--- config.mk ---
export PLATFORM = sky130hd
export DESIGN_NAME = ldcr_top
export DESIGN_NICKNAME = d
export VERILOG_FILES = /design/src/rtl/ldcr_pkg.sv /design/src/rtl/ldcr_top.sv
export SDC_FILE = /design/constraint.sdc
export NUM_CORES = 1
export LEC_CHECK = 0
export BUFFER_PORTS_ARGS = -buffer_cell sky130_fd_sc_hd__buf_2
export CAP_MARGIN = 20
export CORE_MARGIN = 5
export CORE_UTILIZATION = 40
export CTS_CLUSTER_SIZE = 24
export DETAILED_ROUTE_END_ITERATION = 10
export PLACE_DENSITY_LB_ADDON = 0.05
export SYNTH_ARGS = -nofsm -noshare
export SYNTH_HDL_FRONTEND = slang
export SYNTH_SLANG_ARGS = --single-unit
export TNS_END_PERCENT = 1
--- constraint.sdc ---
create_clock -name sys_clk -period 5.7 [get_ports sys_clk]
set_clock_uncertainty 0.1 [all_clocks]
set_input_delay 1.14 -clock sys_clk [delete_from_list [all_inputs] [get_ports sys_clk]]
set_output_delay 1.14 -clock sys_clk [all_outputs]
set_load 0.02 [all_outputs]
--- src/rtl/ldcr_pkg.sv ---
// Constants and state type for the logical device configuration banks
package ldcr_pkg;
	// ==========================================================
	// Bus address fields (word address = {device, index})
	localparam int ADDR_W = 11;
	localparam logic [2:0] DEV_PAR = 3'h1;
	localparam logic [2:0] DEV_SER2 = 3'h2;
	localparam logic [2:0] DEV_SER1 = 3'h3;
	localparam logic [2:0] DEV_PWR = 3'h4;
	// ==========================================================
	// Register indexes
	localparam logic [7:0] IDX_ACT = 8'h30;
	localparam logic [7:0] IDX_RANGE = 8'h31;
	localparam logic [7:0] IDX_BASE_HI = 8'h60;
	localparam logic [7:0] IDX_BASE_LO = 8'h61;
	localparam logic [7:0] IDX_IRQ_SEL = 8'h70;
	localparam logic [7:0] IDX_IRQ_TYPE = 8'h71;
	localparam logic [7:0] IDX_DMA_A = 8'h74;
	localparam logic [7:0] IDX_DMA_B = 8'h75;
	localparam logic [7:0] IDX_DEV_CFG = 8'hF0;
	localparam logic [7:0] IDX_FUNCTION_ENABLE_REG_ONE = 8'h20;
	// ==========================================================
	// Field masks and positions
	localparam logic [7:0] BASE_HI_MASK = 8'h07;
	localparam logic [7:0] SER_BASE_LO_MASK = 8'hF8;
	localparam logic [7:0] PWR_BASE_LO_MASK = 8'hFE;
	localparam int ACT_BIT = 0;
	localparam int ITYPE_WR_BIT = 1;
	localparam int FER_SER2_BIT = 2;
	localparam int FER_SER1_BIT = 3;
	// ==========================================================
	// Reset values
	localparam logic [7:0] RST_ZERO = 8'h00;
	localparam logic [7:0] RST_NO_DMA = 8'h04;
	localparam logic [7:0] RST_PAR_IRQ = 8'h07;
	localparam logic [7:0] RST_SER2_BASE_HI = 8'h02;
	localparam logic [7:0] RST_SER1_BASE_HI = 8'h03;
	localparam logic [7:0] RST_SER_BASE_LO = 8'hF8;
	localparam logic [7:0] RST_SER2_IRQ = 8'h03;
	localparam logic [7:0] RST_SER1_IRQ = 8'h04;
	localparam logic RST_SER_ITYPE_B1 = 1'b1;
	localparam logic SER_ITYPE_B0 = 1'b1;
	localparam logic RST_PAR_ITYPE_B1 = 1'b0;
	localparam logic [7:0] RST_FUNCTION_ENABLE_REG_ONE = 8'h00;
	localparam logic [7:0] RST_DEV_CFG = 8'h00;
	// ==========================================================
	// Complete block state
	typedef struct packed {
		logic ack;
		logic [7:0] rdata;
		logic [7:0] par_irq;
		logic par_it1;
		logic [7:0] par_dma;
		logic [7:0] par_cfg;
		logic [7:0] s2_act;
		logic [7:0] s2_rng;
		logic [7:0] s2_bh;
		logic [7:0] s2_bl;
		logic [7:0] s2_irq;
		logic s2_it1;
		logic [7:0] s2_rx;
		logic [7:0] s2_tx;
		logic [7:0] s2_cfg;
		logic [7:0] s1_act;
		logic [7:0] s1_rng;
		logic [7:0] s1_bh;
		logic [7:0] s1_bl;
		logic [7:0] s1_irq;
		logic s1_it1;
		logic [7:0] s1_cfg;
		logic [7:0] p_act;
		logic [7:0] p_rng;
		logic [7:0] p_bh;
		logic [7:0] p_bl;
		logic [7:0] p_fer;
	} ldcr_state_t;
endpackage

--- src/rtl/ldcr_top.sv ---
// Logical device configuration register banks on an Avalon-MM slave
// ==========================================================
//
// Chosen here: the Avalon-MM register port.
`timescale 1ns/1ps
module ldcr_top #(
	parameter logic [7:0] PAR_CFG_INIT = ldcr_pkg::RST_DEV_CFG,
	parameter logic [7:0] SER2_CFG_INIT = ldcr_pkg::RST_DEV_CFG,
	parameter logic [7:0] SER1_CFG_INIT = ldcr_pkg::RST_DEV_CFG
) (
	input wire logic sys_clk,
	input wire logic reset,
	input wire logic cfg_soft_reset,
	input wire logic par_extended_mode,
	input wire logic [ldcr_pkg::ADDR_W-1:0] avs_address,
	input wire logic avs_read,
	input wire logic avs_write,
	input wire logic [31:0] avs_writedata,
	input wire logic [3:0] avs_byteenable,
	output logic [31:0] avs_readdata,
	output logic avs_waitrequest,
	output logic [7:0] par_irq_select,
	output logic par_irq_type_sel,
	output logic [7:0] par_dma_select,
	output logic [7:0] par_device_config,
	output logic ser2_active,
	output logic [10:0] ser2_base,
	output logic [7:0] ser2_irq_select,
	output logic [7:0] ser2_rx_dma_select,
	output logic [7:0] ser2_tx_dma_select,
	output logic [7:0] ser2_device_config,
	output logic ser1_active,
	output logic [10:0] ser1_base,
	output logic [7:0] ser1_irq_select,
	output logic [7:0] ser1_device_config,
	output logic pwr_active,
	output logic [10:0] pwr_base
);
	// ==========================================================
	// Reset values
	function automatic ldcr_pkg::ldcr_state_t soft_vals(
		input ldcr_pkg::ldcr_state_t st
	);
		ldcr_pkg::ldcr_state_t r;
		r = st;
		r.par_irq = ldcr_pkg::RST_PAR_IRQ;
		r.par_it1 = ldcr_pkg::RST_PAR_ITYPE_B1;
		r.par_dma = ldcr_pkg::RST_NO_DMA;
		r.s2_act = ldcr_pkg::RST_ZERO;
		r.s2_rng = ldcr_pkg::RST_ZERO;
		r.s2_bh = ldcr_pkg::RST_SER2_BASE_HI;
		r.s2_bl = ldcr_pkg::RST_SER_BASE_LO;
		r.s2_irq = ldcr_pkg::RST_SER2_IRQ;
		r.s2_it1 = ldcr_pkg::RST_SER_ITYPE_B1;
		r.s2_rx = ldcr_pkg::RST_NO_DMA;
		r.s2_tx = ldcr_pkg::RST_NO_DMA;
		r.s1_act = ldcr_pkg::RST_ZERO;
		r.s1_rng = ldcr_pkg::RST_ZERO;
		r.s1_bh = ldcr_pkg::RST_SER1_BASE_HI;
		r.s1_bl = ldcr_pkg::RST_SER_BASE_LO;
		r.s1_irq = ldcr_pkg::RST_SER1_IRQ;
		r.s1_it1 = ldcr_pkg::RST_SER_ITYPE_B1;
		r.p_act = ldcr_pkg::RST_ZERO;
		r.p_rng = ldcr_pkg::RST_ZERO;
		r.p_bh = ldcr_pkg::RST_ZERO;
		r.p_bl = ldcr_pkg::RST_ZERO;
		return r;
	endfunction

	function automatic ldcr_pkg::ldcr_state_t hard_vals();
		ldcr_pkg::ldcr_state_t r;
		r = '0;
		r.par_cfg = PAR_CFG_INIT;
		r.s2_cfg = SER2_CFG_INIT;
		r.s1_cfg = SER1_CFG_INIT;
		r.p_fer = ldcr_pkg::RST_FUNCTION_ENABLE_REG_ONE;
		return soft_vals(r);
	endfunction

	localparam ldcr_pkg::ldcr_state_t HARD_STATE = hard_vals();

	// ==========================================================
	// Read decode
	function automatic logic [7:0] rd_val(
		input ldcr_pkg::ldcr_state_t st,
		input logic [2:0] dev,
		input logic [7:0] idx,
		input logic ext
	);
		logic [7:0] v;
		v = ldcr_pkg::RST_ZERO;
		case (dev)
		ldcr_pkg::DEV_PAR: begin
			case (idx)
			ldcr_pkg::IDX_IRQ_SEL: v = st.par_irq;
			ldcr_pkg::IDX_IRQ_TYPE: v = {6'h00, st.par_it1, ext};
			ldcr_pkg::IDX_DMA_A: v = st.par_dma;
			ldcr_pkg::IDX_DMA_B: v = ldcr_pkg::RST_NO_DMA;
			ldcr_pkg::IDX_DEV_CFG: v = st.par_cfg;
			default: v = ldcr_pkg::RST_ZERO;
			endcase
		end
		ldcr_pkg::DEV_SER2: begin
			case (idx)
			ldcr_pkg::IDX_ACT: v = st.s2_act;
			ldcr_pkg::IDX_RANGE: v = st.s2_rng;
			ldcr_pkg::IDX_BASE_HI: v = st.s2_bh;
			ldcr_pkg::IDX_BASE_LO: v = st.s2_bl;
			ldcr_pkg::IDX_IRQ_SEL: v = st.s2_irq;
			ldcr_pkg::IDX_IRQ_TYPE:
				v = {6'h00, st.s2_it1, ldcr_pkg::SER_ITYPE_B0};
			ldcr_pkg::IDX_DMA_A: v = st.s2_rx;
			ldcr_pkg::IDX_DMA_B: v = st.s2_tx;
			ldcr_pkg::IDX_DEV_CFG: v = st.s2_cfg;
			default: v = ldcr_pkg::RST_ZERO;
			endcase
		end
		ldcr_pkg::DEV_SER1: begin
			case (idx)
			ldcr_pkg::IDX_ACT: v = st.s1_act;
			ldcr_pkg::IDX_RANGE: v = st.s1_rng;
			ldcr_pkg::IDX_BASE_HI: v = st.s1_bh;
			ldcr_pkg::IDX_BASE_LO: v = st.s1_bl;
			ldcr_pkg::IDX_IRQ_SEL: v = st.s1_irq;
			ldcr_pkg::IDX_IRQ_TYPE:
				v = {6'h00, st.s1_it1, ldcr_pkg::SER_ITYPE_B0};
			ldcr_pkg::IDX_DMA_A: v = ldcr_pkg::RST_NO_DMA;
			ldcr_pkg::IDX_DMA_B: v = ldcr_pkg::RST_NO_DMA;
			ldcr_pkg::IDX_DEV_CFG: v = st.s1_cfg;
			default: v = ldcr_pkg::RST_ZERO;
			endcase
		end
		ldcr_pkg::DEV_PWR: begin
			if (idx == ldcr_pkg::IDX_ACT) begin
				v = st.p_act;
			end else if (st.p_act[ldcr_pkg::ACT_BIT]) begin
				case (idx)
				ldcr_pkg::IDX_RANGE: v = st.p_rng;
				ldcr_pkg::IDX_BASE_HI: v = st.p_bh;
				ldcr_pkg::IDX_BASE_LO: v = st.p_bl;
				ldcr_pkg::IDX_DMA_A: v = ldcr_pkg::RST_NO_DMA;
				ldcr_pkg::IDX_DMA_B: v = ldcr_pkg::RST_NO_DMA;
				ldcr_pkg::IDX_FUNCTION_ENABLE_REG_ONE: v = st.p_fer;
				default: v = ldcr_pkg::RST_ZERO;
				endcase
			end
		end
		default: v = ldcr_pkg::RST_ZERO;
		endcase
		return v;
	endfunction

	// ==========================================================
	// State
	ldcr_pkg::ldcr_state_t s_reg;
	ldcr_pkg::ldcr_state_t s_next;
	logic req;
	logic wr_go;
	logic [2:0] dev;
	logic [7:0] idx;
	logic [7:0] wd;
	logic pwr_open;

	assign req = avs_read | avs_write;
	assign dev = avs_address[10:8];
	assign idx = avs_address[7:0];
	assign wd = avs_writedata[7:0];
	assign wr_go = avs_write & ~s_reg.ack & avs_byteenable[0];
	assign pwr_open = s_reg.p_act[ldcr_pkg::ACT_BIT];

	always_comb begin
		s_next = s_reg;
		s_next.ack = req & ~s_reg.ack;
		if (avs_read & ~s_reg.ack) begin
			s_next.rdata = rd_val(s_reg, dev, idx, par_extended_mode);
		end
		if (wr_go) begin
			case (dev)
			ldcr_pkg::DEV_PAR: begin
				case (idx)
				ldcr_pkg::IDX_IRQ_SEL: s_next.par_irq = wd;
				ldcr_pkg::IDX_IRQ_TYPE:
					s_next.par_it1 = wd[ldcr_pkg::ITYPE_WR_BIT];
				ldcr_pkg::IDX_DMA_A: s_next.par_dma = wd;
				ldcr_pkg::IDX_DEV_CFG: s_next.par_cfg = wd;
				default: s_next.par_cfg = s_reg.par_cfg;
				endcase
			end
			ldcr_pkg::DEV_SER2: begin
				case (idx)
				ldcr_pkg::IDX_ACT: s_next.s2_act = wd;
				ldcr_pkg::IDX_RANGE: s_next.s2_rng = wd;
				ldcr_pkg::IDX_BASE_HI:
					s_next.s2_bh = wd & ldcr_pkg::BASE_HI_MASK;
				ldcr_pkg::IDX_BASE_LO:
					s_next.s2_bl = wd & ldcr_pkg::SER_BASE_LO_MASK;
				ldcr_pkg::IDX_IRQ_SEL: s_next.s2_irq = wd;
				ldcr_pkg::IDX_IRQ_TYPE:
					s_next.s2_it1 = wd[ldcr_pkg::ITYPE_WR_BIT];
				ldcr_pkg::IDX_DMA_A: s_next.s2_rx = wd;
				ldcr_pkg::IDX_DMA_B: s_next.s2_tx = wd;
				ldcr_pkg::IDX_DEV_CFG: s_next.s2_cfg = wd;
				default: s_next.s2_cfg = s_reg.s2_cfg;
				endcase
			end
			ldcr_pkg::DEV_SER1: begin
				case (idx)
				ldcr_pkg::IDX_ACT: s_next.s1_act = wd;
				ldcr_pkg::IDX_RANGE: s_next.s1_rng = wd;
				ldcr_pkg::IDX_BASE_HI:
					s_next.s1_bh = wd & ldcr_pkg::BASE_HI_MASK;
				ldcr_pkg::IDX_BASE_LO:
					s_next.s1_bl = wd & ldcr_pkg::SER_BASE_LO_MASK;
				ldcr_pkg::IDX_IRQ_SEL: s_next.s1_irq = wd;
				ldcr_pkg::IDX_IRQ_TYPE:
					s_next.s1_it1 = wd[ldcr_pkg::ITYPE_WR_BIT];
				ldcr_pkg::IDX_DEV_CFG: s_next.s1_cfg = wd;
				default: s_next.s1_cfg = s_reg.s1_cfg;
				endcase
			end
			ldcr_pkg::DEV_PWR: begin
				if (idx == ldcr_pkg::IDX_ACT) begin
					s_next.p_act = wd;
				end else if (pwr_open) begin
					case (idx)
					ldcr_pkg::IDX_RANGE: s_next.p_rng = wd;
					ldcr_pkg::IDX_BASE_HI:
						s_next.p_bh = wd & ldcr_pkg::BASE_HI_MASK;
					ldcr_pkg::IDX_BASE_LO:
						s_next.p_bl = wd & ldcr_pkg::PWR_BASE_LO_MASK;
					ldcr_pkg::IDX_FUNCTION_ENABLE_REG_ONE: s_next.p_fer = wd;
					default: s_next.p_fer = s_reg.p_fer;
					endcase
				end
			end
			default: s_next.p_fer = s_reg.p_fer;
			endcase
		end
		if (cfg_soft_reset) begin
			s_next = soft_vals(s_next);
		end
	end

	always_ff @(posedge sys_clk) begin
		if (reset) begin
			s_reg <= HARD_STATE;
		end else begin
			s_reg <= s_next;
		end
	end

	// ==========================================================
	// Outputs
	assign avs_waitrequest = req & ~s_reg.ack;
	assign avs_readdata = {24'h000000, s_reg.rdata};
	assign par_irq_select = s_reg.par_irq;
	assign par_irq_type_sel = s_reg.par_it1;
	assign par_dma_select = s_reg.par_dma;
	assign par_device_config = s_reg.par_cfg;
	assign ser2_active = s_reg.s2_act[ldcr_pkg::ACT_BIT]
		& s_reg.p_fer[ldcr_pkg::FER_SER2_BIT];
	assign ser2_base = {s_reg.s2_bh[2:0], s_reg.s2_bl};
	assign ser2_irq_select = s_reg.s2_irq;
	assign ser2_rx_dma_select = s_reg.s2_rx;
	assign ser2_tx_dma_select = s_reg.s2_tx;
	assign ser2_device_config = s_reg.s2_cfg;
	assign ser1_active = s_reg.s1_act[ldcr_pkg::ACT_BIT]
		& s_reg.p_fer[ldcr_pkg::FER_SER1_BIT];
	assign ser1_base = {s_reg.s1_bh[2:0], s_reg.s1_bl};
	assign ser1_irq_select = s_reg.s1_irq;
	assign ser1_device_config = s_reg.s1_cfg;
	assign pwr_active = pwr_open;
	assign pwr_base = {s_reg.p_bh[2:0], s_reg.p_bl};
endmodule

==> results.py <==
metrics = {
    "timing": {
        "fin_setup_tns_ns": 0,
        "period_share_pct": 62.6,
        "fmax_mhz": 280,
        "setup_viol": 0,
        "rsz0062_at_grt": "no",
        "tightest_slew_ns": 1.08,
        "fin_crit_ns": 3.57,
        "report.final.slew_viol_count": 0,
        "final_hold_viol_count": 0,
        "slew_headroom_pct": 27.8,
    },
    "global_route": {
        "grtUsageMet1_pct": 32.0,
        "antenna_found_initial": 0,
        "grt_max_degree": 86,
        "grtUsageMet2_pct": 36.5,
        "busiest_layer": "met2",
        "grt_pass1_wl_mm": 43.3,
        "gr-usage-all-layers_pct": 22.9,
        "use_met3_pct": 3.70,
        "gr-total-overflow": 0,
        "grt_pass1_vias": 6918,
    },
    "logic_synthesis": {
        "synth.distinct_cells": 67,
        "yosysWarnings": 0,
        "syn_area_um2": 8800,
        "ys_seq_area_share_pct": 37.8,
        "synth-edff-count": 0,
        "synthCells": 1071,
        "postSynthAreaPerCell_um2": 8.21,
        "synthFlopType": "dfxtp_1",
        "async_reset_ff_share_pct": 0,
        "ys_ff_latch": 166,
    },
    "finish": {
        "fin_cells": 1348,
        "nets": 1108,
        "layout.cells.most_common_list": "nand2_1 (170), dfxtp_1 (166), buf_2 (136)",
        "n_antenna_cell": 0,
        "area_growth_pct": 5.01,
        "seqCellArea_um2": 3320,
        "layout_commonest_cell": "nand2_1",
        "largest_register_ffs": 58,
        "multi_input_area_um2": 4200,
        "nFillCells": 2265,
        "drive_above_1_share_pct": 20.1,
    },
    "setup_path": {
        "critPathKind": "input pin to flop",
        "end_kind": "flop",
        "crit_arrival_ns": 3.76,
        "cp_data_required_time_ns": 5.89,
        "crit_path_start_kind": "input pin",
        "critPathMaxFanout": 17,
    },
    "floorplan": {
        "die_area_um2": 25100,
        "initial_core_util_pct": 40.4,
        "die_height_um": 158,
        "io_pins": 195,
        "core_um2": 21800,
        "row_count": 54,
        "die_width_um": 158,
    },
    "placed_design": {
        "hpwl_mm": 20.3,
        "port-buffer-count": 136,
        "dp.cells": 1316,
        "gp_congestion": 0.864,
    },
    "clock_network": {
        "cts_root_buf": "clkbuf_16",
        "cts.clk_slew.worst_paths_ns": 0.06,
        "post_cts_buffers": 0,
        "ctsHoldBuffers": 0,
        "cts_tree": "done",
        "cts_buffers": 17,
        "h-tree-depth": 4,
        "cts_resized": 0,
        "clock_sinks": 166,
        "clockBufferDepth": 2,
        "clk_latency_ns": 0.43,
    },
    "route": {
        "first_pass_iters": 5,
        "route.detailed.drc": 0,
        "viasPerCell": 5.48,
        "wl_per_cell_um": 21.7,
        "dr_total_vias": 7392,
        "drtIter0Drc": 502,
        "wl_mm": 29.3,
        "antenna_left": 0,
    },
    "power_and_ir_drop": {
        "p_leak_nw": 3.30,
        "peakVddDrop_mv": 0.184,
        "p_per_area_nw_per_um2": 268,
    },
    "hold_path": {
        "hold_class": "flop to flop",
    },
    "run": {
        "max_cap_violations": 0,
    },
    "outcome": {
        "status": "completed",
    },
}
[final cells by class]
type,instances,area share (%)
clock inverter,7,1.02
sequential,166,36.0
clock buffer,25,5.36
timing repair buffer,148,8.34
tap,280,3.79
multi-input combinational,722,45.5
[cell usage after synthesis (4+ instances only)]
master / count / area, um2
a21oi_1: 89 / 445
a222oi_1: 4 / 40.0
a22o_1: 13 / 114
a22oi_1: 40 / 300
a31oi_1: 5 / 31.3
and2_1: 12 / 75.1
and3_1: 5 / 31.3
buf_1: 6 / 22.5
buf_2: 19 / 95.1
buf_4: 142 / 1070
clkbuf_1: 42 / 158
dfxtp_1: 166 / 3320
mux2_2: 8 / 90.1
mux2i_1: 69 / 691
nand2_1: 170 / 638
nand3_1: 78 / 390
nor2_1: 83 / 312
nor2b_1: 5 / 31.3
nor3_1: 4 / 20.0
o21ai_0: 21 / 105
o21ai_1: 8 / 40.0
o22ai_1: 6 / 37.5
or2_2: 5 / 31.3
[through the flow]
step | power (mW) | util, % | instance area [um2] | hold WS (ns) | setup slack (ns)
6_report | 2.48 | 42.5 | 9240 | 0.357 | 2.13
5_1_grt | 2.55 | 42.5 | 9240 | 0.378 | 1.97
4_1_cts | 2.50 | 42.5 | 9240 | 0.356 | 2.17
3_5_place_dp | 1.33 | 39.8 | 8650 | 0.347 | 1.72
3_3_place_gp | 1.33 | 39.8 | 8650 | 0.345 | 1.74
2_1_floorplan | 1.29 | - | 8910 | 0.336 | 2.85
[worst max-delay path: stages]
cell and delay, ns:
buf_2 0.23, nor4_2 0.66, and4b_1 0.55, nor2b_1 0.82, mux2i_1 0.28, nor2_1 0.05
[worst paths after layout]
| kind | cells after the start | to | slack (ns) | startpoint |
|---|---|---|---|---|
| setup / recovery | 6 | s_reg[5]$_SDFFE_PP0P_ | 2.13 | avs_address[0] |
| setup reg to reg | 7 | s_reg[147]$_SDFFE_PP0P_ | 3.12 | s_reg[187]$_SDFF_PP0_ |
| hold / removal | 2 | s_reg[143]$_SDFFE_PP0P_ | 0.36 | s_reg[143]$_SDFFE_PP0P_ |
| hold reg to reg | 2 | s_reg[143]$_SDFFE_PP0P_ | 0.36 | s_reg[143]$_SDFFE_PP0P_ |
[kinds of logic after synthesis]
kind of cell    after synthesis  synth area share [%]
compound gates              217                  16.1
flops                       166                  37.8
xor+xnor                      1                0.0996
buf+inv                     213                  15.8
simple gates                396                  21.3
other cells                   1                0.0426
mux                          77                  8.87
[report_power, final]
| part | internal, mW | switching [mW] |
|---|---|---|
| sequential | 1.16 | 0.000562 |
| combinational | 0.0258 | 0.115 |
| clock | 0.692 | 0.483 |
[per-layer routing]
layer  wire length (um)  part of all wire [%]
met2              13600                    46
met4                470                   1.6
met3               1760                   6.0
met1              13400                    46
met5                  0                     0
Note: power is estimated with default switching activity, not from simulation.
